File: src/common/lecs_pkg.sv
// Constants shared by the lane error count and status block
package lecs_pkg;

  // ***********************************************************
  // Structure
  // ***********************************************************
  localparam int LECS_LANES     = 8;
  localparam int LECS_LINKS     = 2;
  localparam int LECS_ERR_TYPES = 3;
  localparam int LECS_CNT_W     = 8;
  localparam int LECS_LN_TOT    = LECS_LINKS * LECS_LANES;

  // ***********************************************************
  // Counter values
  // ***********************************************************
  localparam logic [LECS_CNT_W-1:0] LECS_TERM_CNT = 8'hff;
  localparam logic [LECS_CNT_W-1:0] LECS_CNT_ZERO = 8'h00;
  localparam logic [LECS_CNT_W-1:0] LECS_CNT_ONE  = 8'h01;

  // ***********************************************************
  // Bus decode
  // ***********************************************************
  localparam int LECS_ADDR_W  = 16;
  localparam int LECS_DATA_W  = 32;
  localparam int LECS_IDX_W   = 12;
  localparam int LECS_IDX_LSB = 2;
  localparam int LECS_IDX_MSB = 13;

  // Register indexes, byte address is four times the index
  localparam logic [LECS_IDX_W-1:0] LECS_IDX_LINK_PAGE = 12'h300;
  localparam logic [LECS_IDX_W-1:0] LECS_IDX_THRESH    = 12'h301;
  localparam logic [LECS_IDX_W-1:0] LECS_IDX_HOLD      = 12'h302;
  localparam logic [LECS_IDX_W-1:0] LECS_IDX_CNT_CLR   = 12'h303;
  localparam logic [LECS_IDX_W-1:0] LECS_IDX_IRQ_STAT  = 12'h304;
  localparam logic [LECS_IDX_W-1:0] LECS_IDX_IRQ_MASK  = 12'h305;
  localparam logic [LECS_IDX_W-1:0] LECS_IDX_LANE6     = 12'h496;
  localparam logic [LECS_IDX_W-1:0] LECS_IDX_LANE7     = 12'h497;
  localparam logic [LECS_IDX_W-1:0] LECS_IDX_HEALTH0   = 12'h4b0;

  // ***********************************************************
  // Field positions
  // ***********************************************************
  localparam int LECS_ERR_DISP    = 0;
  localparam int LECS_ERR_INVAL   = 1;
  localparam int LECS_ERR_STRAY   = 2;
  localparam int LECS_LANE_EN_BIT = 3;
  localparam int LECS_H_DISP_BIT  = 7;
  localparam int LECS_H_INVAL_BIT = 6;
  localparam int LECS_H_STRAY_BIT = 5;
  localparam int LECS_LANE6       = 6;
  localparam int LECS_LANE7       = 7;
  localparam int LECS_LANE0       = 0;

  // ***********************************************************
  // Reset values
  // ***********************************************************
  localparam logic                  LECS_PAGE_RST   = 1'b0;
  localparam logic [LECS_CNT_W-1:0] LECS_THRESH_RST = 8'hff;
  localparam logic [2:0]            LECS_HOLD_RST   = 3'h0;
  localparam logic [2:0]            LECS_IRQ_RST    = 3'h0;
  localparam logic [LECS_DATA_W-1:0] LECS_DATA_ZERO = 32'h0000_0000;

endpackage

File: src/hw/lecs_err_counter.sv
// One 8-bit error counter with terminal count flag
`timescale 1ns/1ps
module lecs_err_counter
  import lecs_pkg::*;
(
  // Clock and reset
  input  wire logic                  core_clk,
  input  wire logic                  rst,
  // Control
  input  wire logic                  err_evt,
  input  wire logic                  cnt_clr,
  input  wire logic                  hold_at_term,
  // Status
  output logic [LECS_CNT_W-1:0]      cnt_reg,
  output logic                       term_flag_reg,
  output logic                       term_hit
);

  logic [LECS_CNT_W-1:0] base_cnt;
  logic [LECS_CNT_W-1:0] cnt_next;
  logic                  term_flag_next;

  // ***********************************************************
  // Next count
  // ***********************************************************
  always_comb
  begin
    base_cnt = cnt_clr ? LECS_CNT_ZERO : cnt_reg;
    cnt_next = base_cnt;
    term_hit = 1'b0;
    if (err_evt)
    begin
      if (base_cnt == LECS_TERM_CNT)
        cnt_next = hold_at_term ? LECS_TERM_CNT : LECS_CNT_ZERO;
      else
        cnt_next = base_cnt + LECS_CNT_ONE;
      term_hit = (cnt_next == LECS_TERM_CNT) && (base_cnt != LECS_TERM_CNT);
    end
    term_flag_next = cnt_clr ? 1'b0 : term_flag_reg;
    if (term_hit)
      term_flag_next = 1'b1;
  end

  always_ff @(posedge core_clk)
  begin
    if (rst)
      cnt_reg <= LECS_CNT_ZERO;
    else
      cnt_reg <= cnt_next;
  end

  always_ff @(posedge core_clk)
  begin
    if (rst)
      term_flag_reg <= 1'b0;
    else
      term_flag_reg <= term_flag_next;
  end

  // ***********************************************************
  // Checks
  // ***********************************************************
  term_flag_set_a: assert property (@(posedge core_clk) disable iff (rst)
    (cnt_reg == LECS_TERM_CNT) |-> term_flag_reg)
    else $error("Counter at terminal count without flag");

  hold_freeze_a: assert property (@(posedge core_clk) disable iff (rst)
    (hold_at_term && cnt_reg == LECS_TERM_CNT && !cnt_clr) |=> (cnt_reg == LECS_TERM_CNT))
    else $error("Held counter left terminal count");

  wrap_zero_a: assert property (@(posedge core_clk) disable iff (rst)
    (!hold_at_term && cnt_reg == LECS_TERM_CNT && err_evt && !cnt_clr) |=> (cnt_reg == LECS_CNT_ZERO))
    else $error("Counter did not roll over to zero");

  incr_one_a: assert property (@(posedge core_clk) disable iff (rst)
    (err_evt && !cnt_clr && cnt_reg != LECS_TERM_CNT) |=> (cnt_reg == $past(cnt_reg) + LECS_CNT_ONE))
    else $error("Counter did not step by one");

  clear_zero_a: assert property (@(posedge core_clk) disable iff (rst)
    (cnt_clr && !err_evt) |=> (cnt_reg == LECS_CNT_ZERO && !term_flag_reg))
    else $error("Counter not cleared by user reset");

endmodule // lecs_err_counter

File: src/hw/lecs_lane_status.sv
// Lane error counters, paged status registers and APB slave
`timescale 1ns/1ps
module lecs_lane_status
  import lecs_pkg::*;
(
  // Clock and reset
  input  wire logic                     core_clk,
  input  wire logic                     rst,
  // APB slave
  input  wire logic                     psel,
  input  wire logic                     penable,
  input  wire logic                     pwrite,
  input  wire logic [LECS_ADDR_W-1:0]   paddr,
  input  wire logic [LECS_DATA_W-1:0]   pwdata,
  output logic [LECS_DATA_W-1:0]        prdata,
  output logic                          pready,
  output logic                          pslverr,
  // Lane events, index link*8+lane
  input  wire logic [LECS_LN_TOT-1:0]   running_disparity_error,
  input  wire logic [LECS_LN_TOT-1:0]   invalid_code_group_error,
  input  wire logic [LECS_LN_TOT-1:0]   unexpected_control_char_error,
  input  wire logic [LECS_LN_TOT-1:0]   lane_enabled_in,
  // Interrupt
  output logic                          irq
);

  // ***********************************************************
  // Declarations
  // ***********************************************************
  logic                    link_page_reg;
  logic [LECS_CNT_W-1:0]   error_threshold_reg;
  logic [2:0]              counter_hold_at_terminal_reg;
  logic [2:0]              irq_stat_reg;
  logic [2:0]              irq_mask_reg;
  logic [LECS_DATA_W-1:0]  prdata_reg;
  logic [LECS_DATA_W-1:0]  rd_next;

  logic [LECS_IDX_W-1:0]   reg_idx;
  logic                    addr_ok;
  logic                    setup_ph;
  logic                    access_ph;
  logic                    wr_stb;
  logic [2:0]              clr_req;
  logic [2:0]              irq_set;

  logic [LECS_CNT_W-1:0]   cnt_val  [LECS_LINKS][LECS_LANES][LECS_ERR_TYPES];
  logic [2:0]              tc_flag  [LECS_LINKS][LECS_LANES];
  logic [LECS_LN_TOT-1:0]  hit_vec  [LECS_ERR_TYPES];
  logic [LECS_LN_TOT-1:0]  evt_vec  [LECS_ERR_TYPES];

  logic [7:0]              lane6_counter_status;
  logic [7:0]              lane7_counter_status;
  logic [7:0]              lane0_link_health;
  logic                    lane6_enabled_flag;
  logic                    lane7_enabled_flag;
  logic [2:0]              lane6_terminal_count_flags;
  logic [2:0]              lane7_terminal_count_flags;
  logic                    lane0_disparity_over_threshold;
  logic                    lane0_invalid_code_over_threshold;
  logic                    lane0_stray_control_over_threshold;

  // ***********************************************************
  // Error counters
  // ***********************************************************
  assign evt_vec[LECS_ERR_DISP]  = running_disparity_error;
  assign evt_vec[LECS_ERR_INVAL] = invalid_code_group_error;
  assign evt_vec[LECS_ERR_STRAY] = unexpected_control_char_error;

  for (genvar lk = 0; lk < LECS_LINKS; lk++)
  begin : g_link
    for (genvar ln = 0; ln < LECS_LANES; ln++)
    begin : g_lane
      for (genvar et = 0; et < LECS_ERR_TYPES; et++)
      begin : g_type
        lecs_err_counter u_cnt
        (
          .core_clk      (core_clk),
          .rst           (rst),
          .err_evt       (evt_vec[et][lk*LECS_LANES+ln]),
          .cnt_clr       (clr_req[et] && (link_page_reg == 1'(lk))),
          .hold_at_term  (counter_hold_at_terminal_reg[et]),
          .cnt_reg       (cnt_val[lk][ln][et]),
          .term_flag_reg (tc_flag[lk][ln][et]),
          .term_hit      (hit_vec[et][lk*LECS_LANES+ln])
        );
      end
    end
  end

  // ***********************************************************
  // Paged status views
  // ***********************************************************
  assign lane6_enabled_flag         = lane_enabled_in[{link_page_reg, 3'(LECS_LANE6)}];
  assign lane7_enabled_flag         = lane_enabled_in[{link_page_reg, 3'(LECS_LANE7)}];
  assign lane6_terminal_count_flags = tc_flag[link_page_reg][LECS_LANE6];
  assign lane7_terminal_count_flags = tc_flag[link_page_reg][LECS_LANE7];

  assign lane0_disparity_over_threshold =
    cnt_val[link_page_reg][LECS_LANE0][LECS_ERR_DISP] >= error_threshold_reg;
  assign lane0_invalid_code_over_threshold =
    cnt_val[link_page_reg][LECS_LANE0][LECS_ERR_INVAL] >= error_threshold_reg;
  assign lane0_stray_control_over_threshold =
    cnt_val[link_page_reg][LECS_LANE0][LECS_ERR_STRAY] >= error_threshold_reg;

  always_comb
  begin
    lane6_counter_status                   = 8'h00;
    lane6_counter_status[LECS_LANE_EN_BIT] = lane6_enabled_flag;
    lane6_counter_status[2:0]              = lane6_terminal_count_flags;
    lane7_counter_status                   = 8'h00;
    lane7_counter_status[LECS_LANE_EN_BIT] = lane7_enabled_flag;
    lane7_counter_status[2:0]              = lane7_terminal_count_flags;
    lane0_link_health                      = 8'h00;
    lane0_link_health[LECS_H_DISP_BIT]     = lane0_disparity_over_threshold;
    lane0_link_health[LECS_H_INVAL_BIT]    = lane0_invalid_code_over_threshold;
    lane0_link_health[LECS_H_STRAY_BIT]    = lane0_stray_control_over_threshold;
  end

  // ***********************************************************
  // APB decode
  // ***********************************************************
  assign reg_idx   = paddr[LECS_IDX_MSB:LECS_IDX_LSB];
  assign setup_ph  = psel && !penable;
  assign access_ph = psel && penable;

  always_comb
  begin
    addr_ok = 1'b0;
    rd_next = LECS_DATA_ZERO;
    unique case (reg_idx)
      LECS_IDX_LINK_PAGE:
      begin
        addr_ok    = 1'b1;
        rd_next[0] = link_page_reg;
      end
      LECS_IDX_THRESH:
      begin
        addr_ok                 = 1'b1;
        rd_next[LECS_CNT_W-1:0] = error_threshold_reg;
      end
      LECS_IDX_HOLD:
      begin
        addr_ok      = 1'b1;
        rd_next[2:0] = counter_hold_at_terminal_reg;
      end
      LECS_IDX_CNT_CLR:
        addr_ok = 1'b1;
      LECS_IDX_IRQ_STAT:
      begin
        addr_ok      = 1'b1;
        rd_next[2:0] = irq_stat_reg;
      end
      LECS_IDX_IRQ_MASK:
      begin
        addr_ok      = 1'b1;
        rd_next[2:0] = irq_mask_reg;
      end
      LECS_IDX_LANE6:
      begin
        addr_ok      = 1'b1;
        rd_next[7:0] = lane6_counter_status;
      end
      LECS_IDX_LANE7:
      begin
        addr_ok      = 1'b1;
        rd_next[7:0] = lane7_counter_status;
      end
      LECS_IDX_HEALTH0:
      begin
        addr_ok      = 1'b1;
        rd_next[7:0] = lane0_link_health;
      end
      default:
        addr_ok = 1'b0;
    endcase
    if (paddr[LECS_IDX_LSB-1:0] != 2'b00 || paddr[LECS_ADDR_W-1:LECS_IDX_MSB+1] != 2'b00)
    begin
      addr_ok = 1'b0;
      rd_next = LECS_DATA_ZERO;
    end
  end

  assign wr_stb  = access_ph && pwrite && addr_ok;
  assign pready  = 1'b1;
  assign pslverr = access_ph && !addr_ok;
  assign prdata  = prdata_reg;
  assign clr_req = (wr_stb && reg_idx == LECS_IDX_CNT_CLR) ? pwdata[2:0] : 3'h0;

  // ***********************************************************
  // Read data
  // ***********************************************************
  always_ff @(posedge core_clk)
  begin
    if (rst)
      prdata_reg <= LECS_DATA_ZERO;
    else if (setup_ph && !pwrite)
      prdata_reg <= rd_next;
  end

  // ***********************************************************
  // Control registers
  // ***********************************************************
  always_ff @(posedge core_clk)
  begin
    if (rst)
      link_page_reg <= LECS_PAGE_RST;
    else if (wr_stb && reg_idx == LECS_IDX_LINK_PAGE)
      link_page_reg <= pwdata[0];
  end

  always_ff @(posedge core_clk)
  begin
    if (rst)
      error_threshold_reg <= LECS_THRESH_RST;
    else if (wr_stb && reg_idx == LECS_IDX_THRESH)
      error_threshold_reg <= pwdata[LECS_CNT_W-1:0];
  end

  always_ff @(posedge core_clk)
  begin
    if (rst)
      counter_hold_at_terminal_reg <= LECS_HOLD_RST;
    else if (wr_stb && reg_idx == LECS_IDX_HOLD)
      counter_hold_at_terminal_reg <= pwdata[2:0];
  end

  always_ff @(posedge core_clk)
  begin
    if (rst)
      irq_mask_reg <= LECS_IRQ_RST;
    else if (wr_stb && reg_idx == LECS_IDX_IRQ_MASK)
      irq_mask_reg <= pwdata[2:0];
  end

  // ***********************************************************
  // Interrupt
  // ***********************************************************
  for (genvar et = 0; et < LECS_ERR_TYPES; et++)
  begin : g_irq
    assign irq_set[et] = |hit_vec[et];
  end

  always_ff @(posedge core_clk)
  begin
    if (rst)
      irq_stat_reg <= LECS_IRQ_RST;
    else if (wr_stb && reg_idx == LECS_IDX_IRQ_STAT)
      irq_stat_reg <= (irq_stat_reg & ~pwdata[2:0]) | irq_set;
    else
      irq_stat_reg <= irq_stat_reg | irq_set;
  end

  assign irq = |(irq_stat_reg & irq_mask_reg);

  // ***********************************************************
  // Checks
  // ***********************************************************
  lane7_map_a: assert property (@(posedge core_clk) disable iff (rst)
    (setup_ph && !pwrite && paddr == {LECS_IDX_LANE7, 2'b00})
    |=> (prdata[LECS_LANE_EN_BIT] == $past(lane7_enabled_flag)
         && prdata[2:0] == $past(lane7_terminal_count_flags) && prdata[31:4] == 28'h0))
    else $error("Lane 7 status read wrong");

  lane6_flags_a: assert property (@(posedge core_clk) disable iff (rst)
    (setup_ph && !pwrite && paddr == {LECS_IDX_LANE6, 2'b00})
    |=> (prdata[LECS_ERR_STRAY] == $past(tc_flag[link_page_reg][LECS_LANE6][LECS_ERR_STRAY])
         && prdata[LECS_ERR_DISP] == $past(tc_flag[link_page_reg][LECS_LANE6][LECS_ERR_DISP])))
    else $error("Lane 6 flag bits misplaced");

  page_select_a: assert property (@(posedge core_clk) disable iff (rst)
    (access_ph && pwrite && paddr == {LECS_IDX_LINK_PAGE, 2'b00})
    |=> (link_page_reg == $past(pwdata[0]))
        ##1 (lane6_enabled_flag == lane_enabled_in[{$past(pwdata[0], 2), 3'(LECS_LANE6)}]))
    else $error("Link page select not applied");

  health_disp_a: assert property (@(posedge core_clk) disable iff (rst)
    (setup_ph && !pwrite && paddr == {LECS_IDX_HEALTH0, 2'b00})
    |=> (prdata[LECS_H_DISP_BIT] ==
         ($past(cnt_val[link_page_reg][LECS_LANE0][LECS_ERR_DISP]) >= $past(error_threshold_reg))))
    else $error("Disparity threshold status wrong");

  health_inval_a: assert property (@(posedge core_clk) disable iff (rst)
    (setup_ph && !pwrite && paddr == {LECS_IDX_HEALTH0, 2'b00})
    |=> (prdata[LECS_H_INVAL_BIT] ==
         ($past(cnt_val[link_page_reg][LECS_LANE0][LECS_ERR_INVAL]) >= $past(error_threshold_reg))))
    else $error("Invalid code threshold status wrong");

  health_stray_a: assert property (@(posedge core_clk) disable iff (rst)
    (setup_ph && !pwrite && paddr == {LECS_IDX_HEALTH0, 2'b00})
    |=> (prdata[LECS_H_STRAY_BIT] ==
         ($past(cnt_val[link_page_reg][LECS_LANE0][LECS_ERR_STRAY]) >= $past(error_threshold_reg))
         && prdata[4:0] == 5'h00))
    else $error("Stray control threshold status wrong");

  term_irq_a: assert property (@(posedge core_clk) disable iff (rst)
    (hit_vec[LECS_ERR_DISP][0]) |=> irq_stat_reg[LECS_ERR_DISP] && tc_flag[0][0][LECS_ERR_DISP])
    else $error("Terminal count event not latched");

  count_clear_a: assert property (@(posedge core_clk) disable iff (rst)
    (clr_req[LECS_ERR_INVAL] && !link_page_reg && !invalid_code_group_error[0])
    |=> (cnt_val[0][0][LECS_ERR_INVAL] == LECS_CNT_ZERO))
    else $error("User counter reset ignored");

  unmapped_err_a: assert property (@(posedge core_clk) disable iff (rst)
    (access_ph && !addr_ok)
    |-> (pslverr && pready)
        ##1 ($stable(link_page_reg) && $stable(error_threshold_reg) && $stable(irq_mask_reg)))
    else $error("Unmapped access not flagged");

  lane6_read_c: cover property (@(posedge core_clk) disable iff (rst)
    setup_ph && !pwrite && paddr == {LECS_IDX_LANE6, 2'b00} && lane6_terminal_count_flags != 3'h0);

  page_one_c: cover property (@(posedge core_clk) disable iff (rst)
    link_page_reg && lane0_disparity_over_threshold);

  hold_term_c: cover property (@(posedge core_clk) disable iff (rst)
    counter_hold_at_terminal_reg[LECS_ERR_STRAY] && cnt_val[1][7][LECS_ERR_STRAY] == LECS_TERM_CNT);

  irq_c: cover property (@(posedge core_clk) disable iff (rst)
    $rose(irq));

endmodule // lecs_lane_status

File: config.mk
export PLATFORM = sky130hd
export DESIGN_NAME = lecs_lane_status
export DESIGN_NICKNAME = d
export VERILOG_FILES = /design/src/common/lecs_pkg.sv /design/src/hw/lecs_err_counter.sv /design/src/hw/lecs_lane_status.sv
export SDC_FILE = /design/constraint.sdc
export NUM_CORES = 2
export LEC_CHECK = 0
export ABC_AREA = 1
export BUFFER_PORTS_ARGS = -buffer_cell sky130_fd_sc_hd__clkbuf_2
export CAP_MARGIN = 10
export CORE_MARGIN = 2
export CORE_UTILIZATION = 64
export DETAILED_ROUTE_END_ITERATION = 6
export PLACE_DENSITY = 0.82
export SLEW_MARGIN = 20
export SYNTH_ARGS = -nofsm -noshare
export SYNTH_HDL_FRONTEND = slang
export SYNTH_HIERARCHICAL = 1
export SYNTH_SLANG_ARGS = --single-unit
File: constraint.sdc
create_clock -name core_clk -period 5.2 [get_ports core_clk]
set_input_delay 0.52 -clock core_clk [delete_from_list [all_inputs] [get_ports core_clk]]
set_output_delay 0.52 -clock core_clk [all_outputs]
set_load 0.05 [all_outputs]
## Word-level counts from Yosys, hierarchy flattened

Cells that the tools add are included.

- Register bits after elaboration: 446
- Input bits: 117
- Output and inout bits: 35
- Logic and storage cells: 648

- Add/sub/neg operators: 48
- Order comparisons: 6
- Equal/unequal tests: 153
- Muxes and demuxes: 279
- Bitwise logic cells: 7
- Reduce and logical (&&, ||, !) cells: 89

Operators with widths:

| operator | count |
|---|---|
| 8-bit 2-to-1 mux | 196 |
| 8-bit == test (second input constant) | 96 |
| 192-bit 2-to-1 mux | 3 |
| 8-bit by 1-bit adder with 8-bit output (second input constant) | 48 |
| 8-bit != test (second input constant) | 48 |
| 12-bit by 10-bit == test with 1-bit output (second input constant) | 6 |
| 1-bit 2-to-1 mux | 72 |
| 1-bit logical AND | 66 |
| 16-bit OR reduction | 3 |
| 12-bit by 11-bit == test with 1-bit output (second input constant) | 3 |
| 2-bit nonzero test | 14 |
| 8-bit >= comparator | 3 |
| 5-bit case mux with 4 select lines | 1 |
| 6-bit 2-to-1 mux | 3 |
| 2-bit case mux with 6 select lines | 1 |
| 4-bit by 5-bit less-than comparator with 1-bit output (second input constant) | 2 |
| 9-bit OR reduction | 1 |
| 1-bit case mux with 7 select lines | 1 |
| 3-bit AND | 2 |
| 3-bit 2-to-1 mux | 2 |
| 3-bit OR | 2 |
| 1-bit zero test | 3 |
| 3-bit inverter | 1 |
| 3-bit OR reduction | 1 |
| 4 further kinds | 4 |

## Logic depth before layout (Yosys ltp)

- Depth after elaboration: 18
- Depth in mapped cells: 28
- Gate-level depth less buffers: 26

## By module

The synthesis kept the hierarchy.

Modules (own cells, without submodules):

| module | times used | cells each | area each (µm²) | seq. area each (µm²) |
|---|---|---|---|---|
| lecs_err_counter | 48 | 105 | 626.9 | 180.2 |
| lecs_lane_status | 1 | 472 | 2894.0 | 520.5 |

## Least setup slack after synthesis

OpenSTA, ideal clock, no wires.

- Kind: input -> register
- Start: input paddr[5]
- End: register irq_stat_reg[2]
- Library setup time: 0.110 ns
- Data arrival time: 4.426 ns
- Required time: 5.090 ns
- Path slack: 0.664 ns
- Stages on the path: 26
- Buffers on the path: 1
- Cells stage by stage: nor2_2 > inv_1 > nor2_1 > nand2_1 > nand3_1 > nor2_1 > nor2_4 > buf_6 > nand4_4 > nor3_2 > nor2_1 > ha_1 > nand3_1 > nor2_4 > nand2_2 > inv_1 > nor2_1 > nor2_1 > nand3_1 > inv_1 > nor4_1 > nand2_1 > nor2_1 > nand3_1 > nand2_1 > inv_1

RTL lines:

| item | line | RTL |
|---|---|---|
| from (decl) | lecs_lane_status.sv:13 | `input wire logic [LECS_ADDR_W-1:0] paddr,` |
| to (signal assigned) | lecs_lane_status.sv:248 | `irq_stat_reg <= (irq_stat_reg & ~pwdata[2:0]) \| irq_set;` |
| to (signal assigned) | lecs_lane_status.sv:250 | `irq_stat_reg <= irq_stat_reg \| irq_set;` |
| to (decl) | lecs_lane_status.sv:33 | `logic [2:0] irq_stat_reg;` |

==> impl_metrics.json <==
{
  "status": "finished, final reports clean",
  "routedWlPerCell_um": 12.6,
  "row_count": 81,
  "fin_tns_setup_ns": 0,
  "die_h_um": 227,
  "ctsResizeCount": 0,
  "die_w_um": 227,
  "r2r_start": "link_page_reg",
  "clkLatencyLatePin_ns": 0.60,
  "ff_latch_area_sq_mm": 0.00845,
  "r2r_slack_ns": 1.47,
  "io_pins": 152,
  "drc": 0,
  "maxCapViolations": 0,
  "hold_ws_ns": 0.185,
  "final_common_cell": "nand2_1",
  "antenna_found_initial": 4,
  "final_core_util_pct": 69.8,
  "layout_common_cells": "nand2_1, inv_1, nor2_1, a21oi_1, nand3_1",
  "via_per_inst": 5.34,
  "crit_arrival_ns": 4.38,
  "multiInputGateArea_sq_mm": 0.0194,
  "area_growth_pct": 7.68,
  "numCtsBuffers": 50,
  "rsz0062_at_grt": "no",
  "drv_slew": 0,
  "firstDrtPassIters": 7,
  "total_power_w": 0.00776,
  "syn_avg_cell_area_sq_um": 5.89,
  "crit_start": "paddr[13]",
  "largest_reg_flops": 384,
  "setup-violations-final": 0,
  "fin_skew_ns": 0.0142,
  "critPathCapture": "irq_stat_reg[1]",
  "r2r_cells": 19,
  "worst-path-stages": 27,
  "fmax_ghz": 0.257,
  "met1_length_mm": 36.1,
  "wl_mm": 78.1,
  "worst_path_largest_cell_delay_ns": 0.35,
  "drive_gt1_share_pct": 9.17,
  "irDropWorstVdd_mv": 0.285,
  "dieArea_sq_mm": 0.0515,
  "ys.warnings.count": 6,
  "dr_wl_met2_mm": 34.8,
  "clk_pin_slew_ns": 0.06,
  "worstSetupEndpointType": "flip-flop",
  "antenna_left": 0,
  "post_cts_buffers": 0,
  "drt_iter0_markers": 2588,
  "grt-ovfl-total": 0,
  "dpl.hpwl_mm": 57.0,
  "crit_type": "in -> reg",
  "critPathBufInv": 6,
  "hold_viol_final": 0,
  "finalNetCount": 5689,
  "grt_pass1_vias": 28900,
  "start_kind": "primary input",
  "grt_use_total_pct": 29.8,
  "start_util_pct": 64.9,
  "htreeDepth": 2,
  "worst-path-max-fanout": 32,
  "nFillCells": 4566,
  "core_sq_mm": 0.0491,
  "power_leakage_nw": 16.5,
  "cts_buffer_depth": 3,
  "finalCritPeriodShare_pct": 74.8,
  "highest_layer": "met5",
  "grt_max_degree": 106,
  "synth_area_sq_mm": 0.0318,
  "placedInstanceArea_sq_mm": 0.0326,
  "slew_headroom_pct": 19.5,
  "tightest_slew_ns": 1.21,
  "place_congestion": 0.950,
  "numPortBuffers": 90,
  "grt_pass1_wl_mm": 130,
  "cpMaxStageDelayCell": "nor4_1",
  "cts.sinks": 422,
  "postCtsHoldBufs": 0,
  "num_vias": 33200,
  "dr_wl_met3_mm": 5.41,
  "crit_path_frequent_cell": "nor2_1",
  "p_per_area_mw_per_mm2": 227,
  "crit_family": "simple AND/OR/NAND/NOR gates",
  "hp-class": "in -> reg",
  "final_area_sq_mm": 0.0343,
  "root_buffer": "clkbuf_16",
  "period_needed_ns": 3.89,
  "syn_inst": 5404,
  "cts_tree": "built",
  "critical_path_required_ns": 5.69,
  "r2r-end": "irq_stat_reg[1]"
}
-- where the power goes --
part | internal, W | switching [W] | total (W) | leakage, nW
clock network | 0.00205 | 0.00142 | 0.00347 | 0.805
registers | 0.00335 | 0.0000858 | 0.00344 | 3.44
logic | 0.000256 | 0.000595 | 0.000851 | 12.3
-- worst min-delay path by stage --
stage	slack (ns)	to	cells after the start	start
2_1_floorplan	0.43	error_threshold_reg[5]	2	error_threshold_reg[5]
5_1_grt	0.18	g_link[0].g_lane[1].g_type[1].u_cnt/cnt_reg[6]	2	invalid_code_group_error[1]
3_3_place_gp	0.44	error_threshold_reg[5]	2	error_threshold_reg[5]
3_5_place_dp	0.44	error_threshold_reg[5]	2	error_threshold_reg[5]
6_report	0.19	g_link[1].g_lane[4].g_type[0].u_cnt/cnt_reg[6]	2	running_disparity_error[12]
4_1_cts	0.16	g_link[1].g_lane[4].g_type[0].u_cnt/cnt_reg[6]	2	running_disparity_error[12]
-- through the flow --
step	worst slack, ns	std cells
6_report	1.31	6206
5_1_grt	0.915	6205
4_1_cts	1.31	6203
3_5_place_dp	0.713	6112
3_3_place_gp	0.786	6112
2_1_floorplan	0.706	5427
-- cell type report --
class	count	share of cell area [%]
flip-flops and latches	422	24.7
clock inverters	19	0.460
inverters	876	9.60
clock buffers	72	4.28
multi-input cells	4043	56.6
repair buffers	107	1.90
diodes	3	0.0219
well taps	664	2.43
-- worst reg2reg max path, cell delays in order (launching register included) --
cell and delay [ns]:
dfxtp_2 0.31, inv_1 0.44, buf_4 0.32, nor3_4 0.08, buf_12 0.18, nor2_1 0.28
ha_1 0.23, nand3_1 0.16, nor2_4 0.18, nand3_1 0.17, nand3_1 0.15, nor2_1 0.05
nand3_1 0.09, inv_1 0.07, nor4_1 0.25, nand2_1 0.14, nor2_1 0.28, nand3_1 0.14
nand2_1 0.07, inv_1 0.04
-- layer usage --
layer	GRT usage, %	vias to the layer above
met5	0	-
met4	8.24	4
met3	4.08	136
met2	49.1	1010
met1	40.8	14700
li1	-	17300
(Power assumes the default switching activity.)
